$ cat src/include/csel_pkg.sv
package csel_pkg;

  // reference clock and oscillator rates
  localparam int CLK_FREQ_KHZ = 100000;
  localparam int HF_FREQ_KHZ = 16000;
  localparam int LF_FREQ_KHZ = 31;
  localparam int HF_HALF_CYC = CLK_FREQ_KHZ / (2 * HF_FREQ_KHZ);
  localparam int LF_HALF_CYC = CLK_FREQ_KHZ / (2 * LF_FREQ_KHZ);

  // start-up and settling times, least times round up
  localparam int HF_START_NS = 2000;
  localparam int HF_START_CYC = (HF_START_NS * CLK_FREQ_KHZ + 999999) / 1000000;
  localparam int HF_STABLE_NS = 5000;
  localparam int HF_STABLE_CYC = (HF_STABLE_NS * CLK_FREQ_KHZ + 999999) / 1000000;
  localparam int LF_START_PERIODS = 2;
  localparam int LF_START_CYC = LF_START_PERIODS * 2 * LF_HALF_CYC;
  localparam int OSC_CNT_W = 16;

  // register port
  localparam int ADDR_W = 8;
  localparam int DATA_W = 8;
  localparam logic [ADDR_W-1:0] OSC_CTRL_ADDR = 8'h00;
  localparam logic [ADDR_W-1:0] OSC_STAT_ADDR = 8'h04;
  localparam int CTRL_IFS_LSB = 3;
  localparam int IFS_W = 4;
  localparam int CTRL_SEL_LSB = 0;
  localparam int SEL_W = 2;
  localparam logic [IFS_W-1:0] IFS_RESET = 4'h7;
  localparam logic [SEL_W-1:0] SEL_RESET = 2'h0;
  localparam int STAT_HF_READY_BIT = 4;
  localparam int STAT_LF_READY_BIT = 1;
  localparam int STAT_HF_STABLE_BIT = 0;

  // source configuration codes
  localparam logic [1:0] OSC_CFG_INTERNAL = 2'h0;
  localparam logic [1:0] OSC_CFG_EXT_LOW = 2'h1;
  localparam logic [1:0] OSC_CFG_EXT_MED = 2'h2;
  localparam logic [1:0] OSC_CFG_EXT_HIGH = 2'h3;
  localparam logic [1:0] WDOG_OFF = 2'h0;

  // postscaler taps: 0 is the raw 16 MHz, 9 is 31.25 kHz
  localparam int TAP_W = 4;
  localparam int POST_W = 9;

  typedef enum logic [1:0] {SRC_EXT, SRC_HF, SRC_LF} csel_src_t;
  typedef enum logic [1:0] {PWR_INTERNAL, PWR_EXT_LOW, PWR_EXT_MED, PWR_EXT_HIGH} csel_pwr_t;

  typedef struct packed {
    logic [1:0] osc_source_cfg;
    logic clock_output_enable_n;
    logic powerup_timer_en_n;
    logic [1:0] watchdog_timer_mode;
  } csel_cfg_t;

  typedef struct packed {
    logic [ADDR_W-1:0] addr;
    logic [DATA_W-1:0] wdata;
    logic wr;
    logic rd;
  } csel_bus_req_t;

  // frequency select to postscaler tap
  function automatic logic [TAP_W-1:0] ifs_tap(input logic [IFS_W-1:0] ifs);
    logic [TAP_W-1:0] t;
    t = 4'h9;
    unique case (ifs)
      4'hF: t = 4'h0;
      4'hE: t = 4'h1;
      4'hD: t = 4'h2;
      4'hC: t = 4'h3;
      4'hB: t = 4'h4;
      4'hA, 4'h7: t = 4'h5;
      4'h9, 4'h6: t = 4'h6;
      4'h8, 4'h5: t = 4'h7;
      4'h4: t = 4'h8;
      default: t = 4'h9;
    endcase
    return t;
  endfunction

endpackage

$ cat src/hw/csel_clock_select.sv
// Our own choices: the strobed register port and the register addresses.
`timescale 1ns/10ps
`default_nettype none
// Operation
// - configuration 11/10/01 pick external high/medium/low power, 00 internal block
// - configuration field sets default source at power-up and every reset
// - select field cleared means run from the configured source
// - HF oscillator on for HF tap when config is internal or select is 1x
// - LF oscillator on and used when select 000x with internal block chosen
// - LF oscillator runs whenever power-up or watchdog timer is enabled
// - HF ready flag shows HF oscillator running
// - HF stable flag set only after settling within 0.5 percent
// - LF ready flag shows LF oscillator running
// - mux offers ten postscaled HF taps plus LF 31 kHz
// - every reset loads frequency select with 0111, 500 kHz
// - same-source frequency changes skip start-up, so finish faster
// - external clock modes start with no added delay
// - static logic: stopped external clock halts, resumes with state kept
// - internal mode frees clock input pin; output pin per clock-out enable
// - fast start-up flag marks the wait for HF oscillator start-up; no separate clock runs logic
// - frequency select decodes to the listed frequencies and duplicates
// - select field: 1x internal, 01 reserved, 00 configured; reset clears it
// - stopped new oscillator: start-up delay, then old falling edge, then switch
// - clock-out enable 1 leaves pin as I/O, 0 drives system clock out
module csel_clock_select #(
  parameter int LF_START_CYCLES = csel_pkg::LF_START_CYC
) (
  // clock and reset
  input wire logic MCLK,
  input wire logic SRST,
  // configuration word and external clock pin
  input wire csel_pkg::csel_cfg_t CFG,
  input wire logic EXT_CLOCK_IN_PIN,
  // register port
  input wire csel_pkg::csel_bus_req_t BUS_REQ,
  output logic [csel_pkg::DATA_W-1:0] RD_DATA,
  // clock outputs and pin control
  output logic SYSCLK_OUT,
  output logic SYSCLK_OUTPUT_PIN_O,
  output logic SYSCLK_OUTPUT_PIN_OE_N,
  output logic EXT_CLOCK_IN_PIN_IS_GPIO,
  output logic LF_TIMEBASE,
  // status
  output logic FAST_STARTUP_ACTIVE,
  output logic SWITCH_BUSY,
  output csel_pkg::csel_src_t ACTIVE_SOURCE,
  output csel_pkg::csel_pwr_t EXT_PWR_MODE
);
  import csel_pkg::*;

  typedef enum logic [1:0] {ST_RUN, ST_START, ST_OLD_FALL, ST_NEW_LOW} csel_state_t;

  csel_cfg_t cfg_sync;
  csel_cfg_t cfg_ff;
  logic ext_lvl;
  logic [IFS_W-1:0] ifs_ff;
  logic [SEL_W-1:0] sel_ff;
  csel_state_t state_ff;
  csel_src_t cur_src_ff;
  csel_src_t pend_src_ff;
  logic [TAP_W-1:0] cur_tap_ff;
  logic [TAP_W-1:0] pend_tap_ff;
  logic live_ff;
  logic cur_prev_ff;
  logic pend_prev_ff;
  logic sys_clk_ff;
  logic [POST_W-1:0] post_ff;
  logic hf_lvl;
  logic hf_rise;
  logic hf_ready;
  logic hf_stable;
  logic lf_lvl;
  logic lf_ready;
  logic hf_en;
  logic lf_en;
  logic int_sel;
  logic ifs_lf;
  logic timers_on;
  csel_src_t tgt_src;
  logic [TAP_W-1:0] tgt_tap;
  logic [POST_W:0] taps;
  logic cur_lvl;
  logic pend_lvl;
  logic pend_ready;
  logic tgt_ready;
  logic need_switch;
  logic nxt_sys_clk;

  // pins from outside the clock domain pass two flops first
  csel_sync #(.W($bits(csel_cfg_t) + 1)) u_sync (
    .clk(MCLK),
    .d({CFG, EXT_CLOCK_IN_PIN}),
    .q({cfg_sync, ext_lvl})
  );

  // configuration word is caught while reset is held
  always_ff @(posedge MCLK) begin
    if (SRST) begin
      cfg_ff <= cfg_sync;
    end
  end

  // software control fields
  always_ff @(posedge MCLK) begin
    if (SRST) begin
      ifs_ff <= IFS_RESET;
      sel_ff <= SEL_RESET;
    end else if (BUS_REQ.wr && BUS_REQ.addr == OSC_CTRL_ADDR) begin
      ifs_ff <= BUS_REQ.wdata[CTRL_IFS_LSB +: IFS_W];
      sel_ff <= BUS_REQ.wdata[CTRL_SEL_LSB +: SEL_W];
    end
  end

  // read data one cycle after the strobe; unmapped reads as zero
  always_ff @(posedge MCLK) begin
    RD_DATA <= '0;
    if (!SRST && BUS_REQ.rd) begin
      if (BUS_REQ.addr == OSC_CTRL_ADDR) begin
        RD_DATA[CTRL_IFS_LSB +: IFS_W] <= ifs_ff;
        RD_DATA[CTRL_SEL_LSB +: SEL_W] <= sel_ff;
      end else if (BUS_REQ.addr == OSC_STAT_ADDR) begin
        RD_DATA[STAT_HF_READY_BIT] <= hf_ready;
        RD_DATA[STAT_LF_READY_BIT] <= lf_ready;
        RD_DATA[STAT_HF_STABLE_BIT] <= hf_stable;
      end
    end
  end

  // source target; the reserved select code 01 behaves as 00
  always_comb begin
    int_sel = sel_ff[1] || (cfg_ff.osc_source_cfg == OSC_CFG_INTERNAL);
    ifs_lf = (ifs_ff[3:1] == 3'b000);
    tgt_src = !int_sel ? SRC_EXT : (ifs_lf ? SRC_LF : SRC_HF);
    tgt_tap = ifs_tap(ifs_ff);
    timers_on = !cfg_ff.powerup_timer_en_n || (cfg_ff.watchdog_timer_mode != WDOG_OFF);
  end

  // oscillators stay on while either side of a switch needs them
  always_comb begin
    hf_en = (tgt_src == SRC_HF) || (pend_src_ff == SRC_HF) || (cur_src_ff == SRC_HF);
    lf_en = (tgt_src == SRC_LF) || (pend_src_ff == SRC_LF) || (cur_src_ff == SRC_LF)
      || timers_on;
  end

  csel_osc #(
    .HALF_CYC(HF_HALF_CYC),
    .START_CYC(HF_START_CYC),
    .STABLE_CYC(HF_STABLE_CYC)
  ) u_hf_osc (
    .clk(MCLK),
    .srst(SRST),
    .en(hf_en),
    .osc_o(hf_lvl),
    .rise_o(hf_rise),
    .ready_o(hf_ready),
    .stable_o(hf_stable)
  );

  csel_osc #(
    .HALF_CYC(LF_HALF_CYC),
    .START_CYC(LF_START_CYCLES),
    .STABLE_CYC(1)
  ) u_lf_osc (
    .clk(MCLK),
    .srst(SRST),
    .en(lf_en),
    .osc_o(lf_lvl),
    .rise_o(),
    .ready_o(lf_ready),
    .stable_o()
  );

  // ripple postscaler; every tap divides the one HF oscillator
  always_ff @(posedge MCLK) begin
    if (SRST || !hf_ready) begin
      post_ff <= '0;
    end else if (hf_rise) begin
      post_ff <= post_ff + 1'b1;
    end
  end

  // clock level per source; external is always considered ready
  always_comb begin
    taps = {post_ff, hf_lvl};
    cur_lvl = 1'b0;
    pend_lvl = 1'b0;
    pend_ready = 1'b1;
    tgt_ready = 1'b1;
    unique case (cur_src_ff)
      SRC_EXT: cur_lvl = ext_lvl;
      SRC_HF: cur_lvl = taps[cur_tap_ff];
      SRC_LF: cur_lvl = lf_lvl;
      default: cur_lvl = 1'b0;
    endcase
    unique case (pend_src_ff)
      SRC_EXT: pend_lvl = ext_lvl;
      SRC_HF: pend_lvl = taps[pend_tap_ff];
      SRC_LF: pend_lvl = lf_lvl;
      default: pend_lvl = 1'b0;
    endcase
    if (pend_src_ff == SRC_HF) pend_ready = hf_ready;
    if (pend_src_ff == SRC_LF) pend_ready = lf_ready;
    if (tgt_src == SRC_HF) tgt_ready = hf_ready;
    if (tgt_src == SRC_LF) tgt_ready = lf_ready;
    need_switch = (tgt_src != cur_src_ff) || (tgt_src == SRC_HF && tgt_tap != cur_tap_ff)
      || !live_ff;
  end

  // switch sequence; a stopped external clock simply stalls it
  always_ff @(posedge MCLK) begin
    if (SRST) begin
      state_ff <= ST_RUN;
      pend_src_ff <= SRC_EXT;
      pend_tap_ff <= '0;
    end else begin
      unique case (state_ff)
        ST_RUN: begin
          if (need_switch) begin
            pend_src_ff <= tgt_src;
            pend_tap_ff <= tgt_tap;
            state_ff <= !tgt_ready ? ST_START : (live_ff ? ST_OLD_FALL : ST_NEW_LOW);
          end
        end
        ST_START: begin
          if (pend_ready) begin
            state_ff <= live_ff ? ST_OLD_FALL : ST_NEW_LOW;
          end
        end
        ST_OLD_FALL: begin
          if (cur_prev_ff && !cur_lvl) begin
            state_ff <= ST_NEW_LOW;
          end
        end
        ST_NEW_LOW: begin
          if (pend_prev_ff && !pend_lvl) begin
            state_ff <= ST_RUN;
          end
        end
      endcase
    end
  end

  // hand over on a falling edge of the new clock, so its low phase is whole
  always_ff @(posedge MCLK) begin
    if (SRST) begin
      cur_src_ff <= SRC_EXT;
      cur_tap_ff <= '0;
      live_ff <= 1'b0;
    end else if (state_ff == ST_NEW_LOW && pend_prev_ff && !pend_lvl) begin
      cur_src_ff <= pend_src_ff;
      cur_tap_ff <= pend_tap_ff;
      live_ff <= 1'b1;
    end
  end

  // output is forced low between the old and the new falling edge
  always_comb begin
    nxt_sys_clk = cur_lvl && live_ff;
    if (state_ff == ST_NEW_LOW) nxt_sys_clk = 1'b0;
  end

  always_ff @(posedge MCLK) begin
    if (SRST) begin
      cur_prev_ff <= 1'b0;
      pend_prev_ff <= 1'b0;
      sys_clk_ff <= 1'b0;
    end else begin
      cur_prev_ff <= cur_lvl;
      pend_prev_ff <= pend_lvl;
      sys_clk_ff <= nxt_sys_clk;
    end
  end

  // registered outputs; pin enable is low while the pin is driven
  always_ff @(posedge MCLK) begin
    if (SRST) begin
      SYSCLK_OUT <= 1'b0;
      SYSCLK_OUTPUT_PIN_O <= 1'b0;
      SYSCLK_OUTPUT_PIN_OE_N <= 1'b1;
      EXT_CLOCK_IN_PIN_IS_GPIO <= 1'b0;
      LF_TIMEBASE <= 1'b0;
      FAST_STARTUP_ACTIVE <= 1'b0;
      SWITCH_BUSY <= 1'b0;
      ACTIVE_SOURCE <= SRC_EXT;
    end else begin
      SYSCLK_OUT <= sys_clk_ff;
      SYSCLK_OUTPUT_PIN_O <= sys_clk_ff && !cfg_ff.clock_output_enable_n;
      SYSCLK_OUTPUT_PIN_OE_N <= cfg_ff.clock_output_enable_n;
      EXT_CLOCK_IN_PIN_IS_GPIO <= (cfg_ff.osc_source_cfg == OSC_CFG_INTERNAL);
      LF_TIMEBASE <= lf_lvl && timers_on;
      FAST_STARTUP_ACTIVE <= (state_ff == ST_START) && (pend_src_ff == SRC_HF);
      SWITCH_BUSY <= (state_ff != ST_RUN);
      ACTIVE_SOURCE <= cur_src_ff;
    end
  end

  // external power range decode, kept even while the internal block runs
  always_ff @(posedge MCLK) begin
    if (SRST) begin
      EXT_PWR_MODE <= PWR_INTERNAL;
    end else begin
      unique case (cfg_ff.osc_source_cfg)
        OSC_CFG_EXT_HIGH: EXT_PWR_MODE <= PWR_EXT_HIGH;
        OSC_CFG_EXT_MED: EXT_PWR_MODE <= PWR_EXT_MED;
        OSC_CFG_EXT_LOW: EXT_PWR_MODE <= PWR_EXT_LOW;
        OSC_CFG_INTERNAL: EXT_PWR_MODE <= PWR_INTERNAL;
      endcase
    end
  end
endmodule
`default_nettype wire

$ cat src/hw/csel_osc.sv
`timescale 1ns/10ps
`default_nettype none
// behavioural oscillator: start-up wait, then a free square wave
module csel_osc
  import csel_pkg::*;
#(
  parameter int HALF_CYC = 3,
  parameter int START_CYC = 200,
  parameter int STABLE_CYC = 1
) (
  input wire logic clk,
  input wire logic srst,
  input wire logic en,
  output logic osc_o,
  output logic rise_o,
  output logic ready_o,
  output logic stable_o
);
  localparam logic [OSC_CNT_W-1:0] HALF_LAST = OSC_CNT_W'(HALF_CYC - 1);
  localparam logic [OSC_CNT_W-1:0] START_LAST = OSC_CNT_W'(START_CYC - 1);
  localparam logic [OSC_CNT_W-1:0] STABLE_LAST = OSC_CNT_W'(STABLE_CYC - 1);

  logic [OSC_CNT_W-1:0] wait_ff;
  logic [OSC_CNT_W-1:0] half_ff;

  // start-up and settling timer; disabling drops both flags at once
  always_ff @(posedge clk) begin
    if (srst || !en) begin
      wait_ff <= '0;
      ready_o <= 1'b0;
      stable_o <= 1'b0;
    end else if (!ready_o) begin
      wait_ff <= (wait_ff == START_LAST) ? '0 : wait_ff + 1'b1;
      ready_o <= (wait_ff == START_LAST);
    end else if (!stable_o) begin
      wait_ff <= wait_ff + 1'b1;
      stable_o <= (wait_ff == STABLE_LAST);
    end
  end

  // square wave only once running, so no runt before ready
  always_ff @(posedge clk) begin
    if (srst || !ready_o) begin
      half_ff <= '0;
      osc_o <= 1'b0;
      rise_o <= 1'b0;
    end else begin
      half_ff <= (half_ff == HALF_LAST) ? '0 : half_ff + 1'b1;
      osc_o <= (half_ff == HALF_LAST) ? !osc_o : osc_o;
      rise_o <= (half_ff == HALF_LAST) && !osc_o;
    end
  end
endmodule
`default_nettype wire

$ cat src/hw/csel_sync.sv
`timescale 1ns/10ps
`default_nettype none
// two-stage synchroniser, one chain per bit
module csel_sync #(
  parameter int W = 1
) (
  input wire logic clk,
  input wire logic [W-1:0] d,
  output logic [W-1:0] q
);
  for (genvar i = 0; i < W; i++) begin : g_bit
    logic meta_ff;
    logic hold_ff;
    // the first stage feeds only the second
    always_ff @(posedge clk) begin
      meta_ff <= d[i];
      hold_ff <= meta_ff;
    end
    assign q[i] = hold_ff;
  end
endmodule
`default_nettype wire

$ cat config.mk
export PLATFORM = sky130hd
export DESIGN_NAME = csel_clock_select
export DESIGN_NICKNAME = d
export VERILOG_FILES = /design/src/include/csel_pkg.sv /design/src/hw/csel_clock_select.sv /design/src/hw/csel_osc.sv /design/src/hw/csel_sync.sv
export SDC_FILE = /design/constraint.sdc
export NUM_CORES = 1
export LEC_CHECK = 0
export BUFFER_PORTS_ARGS = -buffer_cell sky130_fd_sc_hd__buf_2
export CAP_MARGIN = 0
export CELL_PAD_IN_SITES_DETAIL_PLACEMENT = 0
export CELL_PAD_IN_SITES_GLOBAL_PLACEMENT = 1
export CORE_MARGIN = 4
export CORE_UTILIZATION = 30
export CTS_CLUSTER_SIZE = 25
export DETAILED_ROUTE_END_ITERATION = 8
export PLACE_DENSITY_LB_ADDON = 0.25
export SKIP_CTS_REPAIR_TIMING = 1
export SLEW_MARGIN = 20
export SYNTH_ARGS = -nofsm -noshare
export SYNTH_HDL_FRONTEND = slang
export SYNTH_SLANG_ARGS = --single-unit
$ cat constraint.sdc
create_clock -name MCLK -period 2.2 [get_ports MCLK]
set_clock_uncertainty 0.2 [all_clocks]
set_input_delay 0.11 -clock MCLK [delete_from_list [all_inputs] [get_ports MCLK]]
set_output_delay 0.11 -clock MCLK [all_outputs]
set_load 0.03 [all_outputs]
======== Word level (Yosys, flattened, before mapping) ========
Memories as Yosys holds them, arrays and structs flattened. A register that Yosys moved wholly into a read port is not among the register bits.
Index checks and enable logic that the tools add are counted.
word-level totals
  word-level logic and storage cells ...... 174
  output and inout port bits .............. 19
  register bits after elaboration ......... 141
  memories kept ........................... 1
  memory bits (read-only) ................. 64
memory list
  name              words  bits a word  rd ports  clocked after Yosys merged registers in  write ports  RTL line        text
  (name not given)  16     4            1         1                                        0            csel_pkg.sv:66  unique case (ifs)
cells by class
  reductions and logical operators ........ 52
  equality and inequality tests ........... 26
  mux-type cells .......................... 36
  order comparisons ....................... 2
  add/sub/neg operators ................... 5
operators with widths
  operator                                                                 count
  16-bit 2-to-1 mux                                                        6
  16-bit by 1-bit adder with 16-bit output, second input constant          4
  2-bit 2-to-1 mux                                                         9
  16-bit by 11-bit equality test with 1-bit output, second input constant  1
  16-bit by 13-bit equality test with 1-bit output, second input constant  1
  16-bit by 2-bit equality test with 1-bit output, second input constant   1
  16-bit by 8-bit equality test with 1-bit output, second input constant   1
  16-bit by 9-bit equality test with 1-bit output, second input constant   1
  16-bit logical NOT                                                       1
  2-bit one-hot mux with 4 select lines                                    2
  2-bit equality test, second input constant                               7
  1-bit logical OR                                                         13
  1-bit 2-to-1 mux                                                         13
  1-bit logical AND                                                        12
  1-bit logical NOT                                                        12
  2-bit != test, second input constant                                     6
  2-bit by 1-bit equality test with 1-bit output, second input constant    5
  4-bit by 5-bit < comparator with 1-bit output, second input constant     2
  9-bit by 1-bit adder with 9-bit output, second input constant            1
  1-bit binary-select mux with 4-bit select                                2
  8-bit by 3-bit equality test with 1-bit output, second input constant    1
  2-bit logical NOT                                                        4
  8-bit logical NOT                                                        1
  4-bit 2-to-1 mux                                                         2
  other kinds (8)                                                          13

======== Depth between registers and ports, before layout ========
Gate-level depths: netlist of the first run.
  word-level depth ........................ 9
  depth in mapped cells ................... 8
  gate-level depth less buffers ........... 8

======== Cells and area by module ========
A second synthesis of the first run with hierarchy kept.
second synthesis, totals
  cell total of the unflattened synthesis .. 657
  area, all modules ....................... 6312.3 um^2
modules (own cells, without submodules)
  module                area each (um^2)  cells each  seq. area each (um^2)  instances
  csel_clock_select     2625.0            255         1261.2                 1
  csel_osc at u_lf_osc  1695.4            191         720.7                  1
  csel_osc at u_hf_osc  1659.1            190         720.7                  1
  csel_sync             332.8             21          280.3                  1

======== Least setup slack after synthesis of the first run ========
No wires, ideal clock.
  kind .................................... flip-flop to flip-flop
  from .................................... reg pend_tap_ff[2]
  to ...................................... reg cur_src_ff[1]
  arrival ................................. 1.682 ns
  cell stages (with the launch flop) ...... 9
  path slack .............................. 0.191 ns
  setup time .............................. 0.128 ns
  path buffers ............................ 2
  path through ............................ dfxtp_1 -> buf_6 -> mux2_2 -> o22ai_1 -> nor3_1 -> or3_1 -> buf_6 -> mux2i_1 -> nor2_1
between the ends
  cells in the longest elaborated chain, start to end .. 5
RTL lines
  element                                    RTL line                  text
  start: declaration                         csel_clock_select.sv:62   logic [TAP_W-1:0] pend_tap_ff;
  start signal: assignment                   csel_clock_select.sv:220  pend_tap_ff <= tgt_tap;
  1-bit binary-select mux with 4-bit select  csel_clock_select.sv:197  SRC_HF: pend_lvl = taps[pend_tap_ff];
  1-bit 2-to-1 mux (not written as such)     csel_clock_select.sv:197
  1-bit one-hot mux with 3 select lines      csel_clock_select.sv:195  unique case (pend_src_ff)
  1-bit logical NOT                          csel_clock_select.sv:249  end else if (state_ff == ST_NEW_LOW && pend_prev_ff && !pend_lvl) begin
  1-bit logical AND                          csel_clock_select.sv:249
  end signal: assignment                     csel_clock_select.sv:250  cur_src_ff <= pend_src_ff;
  end: declaration                           csel_clock_select.sv:59   csel_src_t cur_src_ff;
No other way between the ends. The select of a mux whose other input is x is not followed.
A chain may end at the register's enable or synchronous reset.

======== Worst setup path after layout of the first run ========
  from .................................... reg pend_tap_ff[2]
  to ...................................... reg state_ff[1]
between the ends
  cells in the longest elaborated chain, start to end .. 7
RTL lines
  element                                    RTL line                  text
  1-bit binary-select mux with 4-bit select  csel_clock_select.sv:197
  1-bit 2-to-1 mux (not written as such)     csel_clock_select.sv:197
  1-bit one-hot mux with 3 select lines      csel_clock_select.sv:195
  1-bit logical NOT                          csel_clock_select.sv:235  if (pend_prev_ff && !pend_lvl) begin
  1-bit logical AND                          csel_clock_select.sv:235
  2-bit != test (no line)                    n/a
  4-bit AND reduction (no line)              n/a
  end signal: assignment                     csel_clock_select.sv:221  state_ff <= !tgt_ready ? ST_START : (live_ff ? ST_OLD_FALL : ST_NEW_LOW);
  end signal: assignment                     csel_clock_select.sv:226  state_ff <= live_ff ? ST_OLD_FALL : ST_NEW_LOW;
  end: declaration                           csel_clock_select.sv:58   csel_state_t state_ff;
No other way between the ends. The select of a mux whose other input is x is not followed.

==> flow_summary.yaml, run 1 <==
global_routing:
  grt_use_total: 0.1181
  grt_start_max_net_pins: 24
  grt_pass1_wl_um: 21210
  antenna_found_initial: 0
  overflow: 0
  grt_pass1_vias: 4504
worst_hold_path:
  hold_start: "BUS_REQ[13]"
  holdPathEnd: "RD_DATA[4]"
  hold_depth: 4
  hold_path.class: "input port to flop"
placed_design:
  placedCellCount: 962
  gp_congestion: 0.7834
  placedInstanceArea_sq_um: 6713
  port_buffers: 41
  dp_hpwl_um: 9107
outcome:
  violations: "hold timing"
  run_status: "finished with violations"
logic_synthesis:
  synth_ff_type: "dfxtp_1"
  synth_common_cells: "dfxtp_1 (139), nor2_1 (114), xor2_1 (44), nand2_1 (42), nand3_1 (23)"
  synth_cell_types: 54
  yosys_warnings: 0
  synth_seq_area_share: 0.4960
  async_flop_share: 0
  synth_seq_cells: 145
  syn_area_sq_um: 5973
  synth_top_cell_area_share: 0.4659
  postSynthCellCount: 637
  synth.most_common_cell: "dfxtp_1"
  synth.avg_cell_area_sq_um: 9.377
  synth_edf_count: 6
  netlist.top_cell.by_area: "dfxtp_1"
  synth_area_leaders: "dfxtp_1 (47%), nor2_1 (7.2%), xor2_1 (6.5%)"
floorplanning:
  ios: 46
  die_w_um: 149.1
  start_util: 0.3059
  die_area_sq_um: 22230
  row_count: 51
  die_h_um: 149.1
  core_area_sq_um: 19530
worst_setup_path:
  worstReg2RegStart: "pend_tap_ff[2]"
  crit_chain: "mux2_2 > o22ai_1 > nor3_2 > buf_4 > o31ai_1 > nand4_1 > mux2_2"
  worstPathMaxFanout: 5
  startpoint_type: "flop"
  cp.arrival_ns: 2.23
  required_ns: 2.31
  reg2reg_setup_slack_ns: 0.08
  cp-end-kind: "flop"
  r2r_end: "state_ff[1]"
  r2r_cells: 7
  critPathMaxStageDelay_ns: 0.37
  path_class: "flop to flop"
  cpMostUsedCell: "mux2_2"
  critical_path.slowest_cell: "dfxtp_2"
layout:
  fin_nets: 776
  syn_to_final_growth_pct: 25.91
  final_area_sq_um: 7521
  final_layout_size_suffix_gt1_frac: 0.1856
  final_cells: 1014
  final_core_util: 0.3852
  diodes: 0
sta:
  clock.fmax_ghz: 0.4716
  setup_violations: 0
  hold_ws_ns: -0.02764
  hold_violations: 1
  period_needed_ns: 2.120
  fin_crit_sh: 0.9638
  report.final.slew_viol_count: 0
clock_tree:
  clk_latency_ns: 0.43
  root_buffer: "clkbuf_16"
  h-tree-depth: 4
  numCtsBuffers: 17
  path_clk_slew_ns: 0.07
  cts_sinks: 145
  clockBufferDepth: 2
  cts_tree: "yes"
power_and_ir_drop:
  power_uw: 6069
  cellLeakagePower_uw: 0.002885
  p_per_area_nw_per_um2: 807.0
  ir_drop_v: 0.0006469
route:
  drt_iter0_drc: 208
  drt_first_pass_iters: 5
  wl_um: 12500
  wire_per_inst_um: 12.33
  drc: 0
  detail_route.vias_per_cell: 4.499
  num_vias: 4562
  ant_nets: 0
flow_run:
  maxCapViolCount: 0
==> state kept, by name, summed over array words and instances (netlist names), 4 cells and up <==
| register | flops |
|---|---|
| cfg_ff | 6 |
| u_hf_osc.wait_ff | 16 |
| u_lf_osc.wait_ff | 16 |
| ifs_ff | 4 |
| u_sync.g_bit.hold_ff | 7 |
| post_ff | 9 |
| tgt_tap | 4 |
| cur_tap_ff | 4 |
| u_hf_osc.half_ff | 16 |
| u_lf_osc.half_ff | 16 |
| RD_DATA | 6 |
| pend_tap_ff | 4 |
| u_sync.g_bit.meta_ff | 7 |
==> routing by layer <==
metal | wire [um] | up-vias | global-route usage
met5 | 0 | - | 0
met2 | 5574 | 56 | 0.1828
met3 | 457 | 15 | 0.03555
met4 | 178 | 0 | 0.04256
li1 | - | 2371 | -
met1 | 6294 | 2120 | 0.1566
==> through the flow <==
step                setup WS [ns]    TNS, ns
CTS                       -0.1276    -0.6417
global route            -0.007824  -0.007824
floorplan                  0.1905          0
finish                    0.07968          0
detailed placement        -0.1159    -0.5524
global placement         -0.05026    -0.2009
==> report_power, final <==
group	internal, uW	total (uW)	switching, uW
sequential	2720	2780	58.7
clock	1500	2760	1260
combinational	265	535	270
total	4480	6070	1590
==> how the worst max path moves through the flow <==
stage	start	to	slack (ns)	cells after the start
2_1_floorplan	pend_tap_ff[2]	cur_src_ff[1]	0.19	8
3_3_place_gp	pend_tap_ff[2]	cur_tap_ff[1]	-0.05	7
3_5_place_dp	pend_tap_ff[2]	cur_tap_ff[1]	-0.12	7
4_1_cts	pend_tap_ff[2]	cur_tap_ff[1]	-0.13	7
5_1_grt	pend_tap_ff[2]	state_ff[1]	-0.008	7
6_report	pend_tap_ff[2]	state_ff[1]	0.08	7
==> layout by cell type, fill, tap and decap left out, types with 13 or more instances in the layout <==
cell / synthesis / routed
dlygate4sd3_1: 0 / 20
nor3_1: 19 / 18
inv_1: 20 / 20
buf_4: 4 / 35
buf_2: 2 / 41
xnor2_1: 19 / 19
nand2_1: 42 / 42
clkbuf_16: 0 / 17
a21oi_1: 17 / 17
nand3_1: 23 / 23
nand2b_1: 13 / 13
mux2i_1: 22 / 22
nor2_1: 114 / 114
xor2_1: 44 / 44
ha_1: 13 / 13
dfxtp_1: 139 / 136
nand4_1: 17 / 17
==> final cells by class <==
cell class,instances,area [sq um]
Tap cell,265,331.6
Timing Repair Buffer,98,708.2
Inverter,20,75.07
Clock inverter,15,138.9
Fill cell,1984,12010
Multi-Input combinational cell,454,2875
Clock buffer,17,425.4
Sequential cell,145,2967
==> logic make-up after synthesis <==
family	count (synthesis)	synth area share
compound gates	51	0.05509
simple gates	292	0.2411
mux	33	0.05760
flops	145	0.4960
buf+inv	39	0.02995
other cells	1	0.0006278
xor+xnor	63	0.09238
fa+ha+maj	13	0.02723
==> worst max-delay path: cells and delay by family, from the launching register on <==
kind | cells | cell delay, ns
DFF | 1 | 0.37
buffers and inverters | 1 | 0.15
AOI/OAI and AO/OA | 2 | 0.42
muxes | 2 | 0.63
and+or+nand+nor | 2 | 0.24
Note: power is estimated with default switching activity, not from simulation.
==> inputs of run 2 (changes only) <==
--- a/config.mk
+++ b/config.mk
@@ -18,4 +18,5 @@
 export SLEW_MARGIN = 20
 export SYNTH_ARGS = -nofsm -noshare
 export SYNTH_HDL_FRONTEND = slang
+export SYNTH_HIERARCHICAL = 1
 export SYNTH_SLANG_ARGS = --single-unit
==> flow_summary.yaml, run 2 <==
outcome:
  run_status: "finished with violations"
  violations: "hold timing"
floorplanning:
  row_count: 52
  ios: 46
  die_w_um: 152.8
  die_area_sq_um: 23340
  start_util: 0.3078
  core_area_sq_um: 20430
  die_h_um: 152.8
global_routing:
  grt_use_total: 0.1231
  grt_start_max_net_pins: 43
  grt_pass1_wl_um: 23450
  grt_pass1_vias: 4807
  antenna_found_initial: 0
  overflow: 0
sta:
  clock.fmax_ghz: 0.4742
  rsz0062_at_grt: "no"
  fin_crit_sh: 0.9585
  fin_setup_tns_ns: 0
  hold_violations: 1
  setup_violations: 0
  setup_ws_ns: 0.09121
  hold_ws_ns: -0.001872
  report.final.slew_viol_count: 0
  period_needed_ns: 2.109
route:
  wl_um: 13890
  drt_first_pass_iters: 4
  drt_iter0_drc: 232
  drc: 0
  wire_per_inst_um: 13.46
  detail_route.vias_per_cell: 4.687
  ant_nets: 0
  num_vias: 4837
layout:
  final_cell_mix: "dfxtp_1 (135), nor2_1 (103), buf_2 (41)"
  final_layout_size_suffix_gt1_frac: 0.2008
  fin_nets: 788
  mostFrequentLayoutCell: "dfxtp_1"
  multi_input_area_sq_um: 3119
  final.fill_count: 2043
  final_cells: 1032
  diodes: 0
  area.sequential_sq_um: 2970
  syn_to_final_growth_pct: 24.56
logic_synthesis:
  synth.avg_cell_area_sq_um: 9.599
  yosys_warnings: 6
  syn_area_sq_um: 6287
  postSynthCellCount: 655
clock_tree:
  cts_tree: "yes"
  path_clk_slew_ns: 0.06
  root_buffer: "clkbuf_16"
  cts_sinks: 145
  numCtsBuffers: 17
  clk_latency_ns: 0.43
  h-tree-depth: 4
  clockBufferDepth: 2
placed_design:
  dp_hpwl_um: 9992
  placedCellCount: 978
  gp_congestion: 0.8094
  port_buffers: 41
  post-place-ws_ns: -0.02442
worst_setup_path:
  cpMostUsedCell: "or4_4"
  path_class: "flop to flop"
  crit_chain: "or4_4 > or4_4 > o21ai_4 > buf_12 > a21oi_1"
  crit_buf_inv: 1
  worstPathMaxFanout: 14
  cp.arrival_ns: 2.21
  cp-end-kind: "flop"
  critical_path.top_delay_family: "simple AND/OR/NAND/NOR gates"
  critical_path.slowest_cell: "or4_4"
  startpoint_type: "flop"
  required_ns: 2.31
  critPathMaxStageDelay_ns: 0.58
power_and_ir_drop:
  p_per_area_nw_per_um2: 801.5
  ir_drop_v: 0.0004626
  cellLeakagePower_uw: 0.002843
worst_hold_path:
  hold_path.class: "input port to flop"
flow_run:
  maxCapViolCount: 0
-- run 2: path summary, 6_finish.rpt --
kind	from	end	slack (ns)	cells past startpoint
setup / recovery	u_hf_osc/wait_ff[9]	u_hf_osc/wait_ff[15]	0.09	5
hold / removal	BUS_REQ[6]	ifs_ff[1]	-0.002	5
setup reg to reg	u_hf_osc/wait_ff[9]	u_hf_osc/wait_ff[15]	0.09	5
hold reg to reg	u_sync/g_bit[0].meta_ff	u_sync/g_bit[0].hold_ff	0.12	0
-- run 2: area by class of cell --
| type | instances | area share |
|---|---|---|
| sequential | 145 | 0.3793 |
| multi-input combinational | 464 | 0.3983 |
| clock buffer | 19 | 0.05927 |
| clock inverter | 13 | 0.01694 |
| inverter | 23 | 0.01102 |
| timing repair buffer | 98 | 0.09203 |
| tap | 270 | 0.04314 |
-- run 2: routing by layer --
| layer | vias up | GRT usage | part of all wire |
|---|---|---|---|
| met2 | 61 | 0.1922 | 0.46 |
| met5 | - | 0 | 0 |
| met1 | 2283 | 0.1625 | 0.49 |
| met4 | 0 | 0.05261 | 0.019 |
| li1 | 2470 | - | - |
| met3 | 23 | 0.03011 | 0.031 |
-- run 2: power breakdown --
group / switching, uW / internal, uW
clock: 1130 / 1760
combinational: 306 / 307
sequential: 58.1 / 2720
-- run 2: tightest hold or removal path: stages --
cell and delay, ns:
buf_2 0.09, mux2_2 0.15, nor2_1 0.06, buf_4 0.13, inv_1 0.04
-- run 2: per-stage QoR --
stage          power [uW]  utilization  area (sq um)
2_1_floorplan        3216            -          6291
3_3_place_gp         3398       0.3417          6980
3_5_place_dp         3408       0.3417          6980
4_1_cts              6325       0.3709          7577
5_1_grt              6542       0.3833          7831
6_report             6276       0.3833          7831
==> inputs of run 3 (changes only) <==
--- a/config.mk
+++ b/config.mk
@@ -9,8 +9,10 @@
 export CAP_MARGIN = 0
 export CELL_PAD_IN_SITES_DETAIL_PLACEMENT = 0
 export CELL_PAD_IN_SITES_GLOBAL_PLACEMENT = 1
+export CORE_ASPECT_RATIO = 1.4
 export CORE_MARGIN = 4
 export CORE_UTILIZATION = 30
+export CTS_BUF_LIST = sky130_fd_sc_hd__clkbuf_4
 export CTS_CLUSTER_SIZE = 25
 export DETAILED_ROUTE_END_ITERATION = 8
 export PLACE_DENSITY_LB_ADDON = 0.25
==> flow_summary.yaml, run 3 (synthesized netlist as in run 2, its figures left out) <==
route:
  detail_route.vias_per_cell: 4.737
  top_layer: "met4"
  num_vias: 4889
  wl_met3_um: 408
  wl_met2_um: 7272
  wire_per_inst_um: 13.48
  ant_nets: 0
  drc: 0
  drt_first_pass_iters: 4
  met1Wirelength_um: 5877
  drt_iter0_drc: 238
  wl_um: 13910
sta:
  hold_ws_ns: 0.09749
  clock.fmax_ghz: 0.4448
  report.final.slew_viol_count: 0
  setup_violations: 1
  fin_crit_sh: 1.022
  hold_violations: 0
  setup_ws_ns: -0.04826
  period_needed_ns: 2.248
layout:
  final_area_sq_um: 7597
  mostFrequentLayoutCell: "dfxtp_1"
  final_cell_mix: "dfxtp_1 (134), nor2_1 (103), buf_2 (41)"
  fin_nets: 801
  final_layout_size_suffix_gt1_frac: 0.1948
  final_cells: 1032
  final.fill_count: 2079
  syn_to_final_growth_pct: 20.84
  final_core_util: 0.3696
worst_setup_path:
  worstPathMaxFanout: 8
  required_ns: 2.47
  path_class: "input port to flop"
  critPathMaxStageDelay_ns: 0.65
  worstReg2RegStart: "pend_tap_ff[2]"
  critical_path.top_delay_family: "buffers and inverters"
  cpMostUsedCell: "dlygate4sd3_1"
  crit_start: "SRST"
  crit_chain: "dlygate4sd3_1 > buf_2 > inv_1 > nand4_1 > dlygate4sd3_1 > nor2_1 > dlygate4sd3_1"
  crit_buf_inv: 5
  cp.arrival_ns: 2.52
  startpoint_type: "input port"
  critical_path.slowest_cell: "dlygate4sd3_1"
  cp-end-kind: "flop"
floorplanning:
  row_count: 62
  die_w_um: 130.4
  die_h_um: 179.3
  core_area_sq_um: 20560
  start_util: 0.3058
  die_area_sq_um: 23370
  ios: 46
worst_hold_path:
  hold_start: "BUS_REQ[1]"
  hold_path.class: "input port to flop"
placed_design:
  dp_hpwl_um: 10220
  placedInstanceArea_sq_um: 6953
  post-place-ws_ns: 0.02877
  placedCellCount: 966
  gp_congestion: 0.8002
  port_buffers: 41
global_routing:
  overflow: 0
  grt_pass1_vias: 4742
  grt_pass1_wl_um: 23140
  grt_use_total: 0.1243
  grt_start_max_net_pins: 18
  antenna_found_initial: 1
clock_tree:
  path_clk_slew_ns: 0.12
  root_buffer: "clkbuf_4"
  cts_sinks: 145
  h-tree-depth: 4
  numCtsBuffers: 17
  clk_latency_ns: 0.53
  cts_tree: "yes"
  clockBufferDepth: 2
flow_run:
  maxCapViolCount: 0
outcome:
  run_status: "finished with violations"
  violations: "setup timing"
power_and_ir_drop:
  cellLeakagePower_uw: 0.002736
  ir_drop_v: 0.0002293
  p_per_area_nw_per_um2: 663.5
run 3: cell count changes in the layout (fill, tap and decap cells not counted), sizes merged:
cell,previous run,this run
clkinvlp,1,3
dlygate4sd3,20,33
diode,0,1
inv,24,25
clkinv,9,6
run 3: report_power, final:
group / internal, uW / switching [uW]
Clock: 699 / 981
Sequential: 2720 / 55.9
Combinational: 293 / 295
run 3: worst register-to-register path, stage by stage, from the launching register on:
cell	delay, ns
dfxtp_2	0.40
mux2_4	0.32
o22ai_2	0.17
nor3_2	0.07
or2_4	0.25
a2111oi_4	0.42
mux2i_1	0.22
run 3: per-stage QoR:
step           power, uW  setup TNS, ns
4_1_cts             5104       -0.01618
3_3_place_gp        3370              0
2_1_floorplan       3216              0
6_report            5041       -0.04826
3_5_place_dp        3382              0
5_1_grt             5327      -0.006084
run 3: layout make-up:
class | instances | area (sq um) | area share
Sequential cell | 145 | 2972 | 0.3911
Inverter | 23 | 86.33 | 0.01136
Multi-Input combinational cell | 464 | 3112 | 0.4096
Tap cell | 256 | 320.3 | 0.04216
Clock inverter | 13 | 136.4 | 0.01795
Antenna cell | 1 | 2.502 | 0.0003294
Timing Repair Buffer | 111 | 825.8 | 0.1087
Clock buffer | 19 | 142.6 | 0.01877
run 3: routing by layer:
layer | track usage | up-vias
met1 | 0.1402 | 2312
li1 | - | 2485
met5 | 0 | -
met4 | 0.04889 | 0
met3 | 0.03815 | 25
met2 | 0.2173 | 67
run 3: path summary, 6_finish.rpt:
check             cells after the start  slack [ns]                 endpoint
setup / recovery                      7       -0.05               RD_DATA[0]
hold / removal                        5         0.1               tgt_tap[0]
setup reg to reg                      6        0.09              state_ff[0]
hold reg to reg                       0        0.14  u_sync/g_bit[1].hold_ff
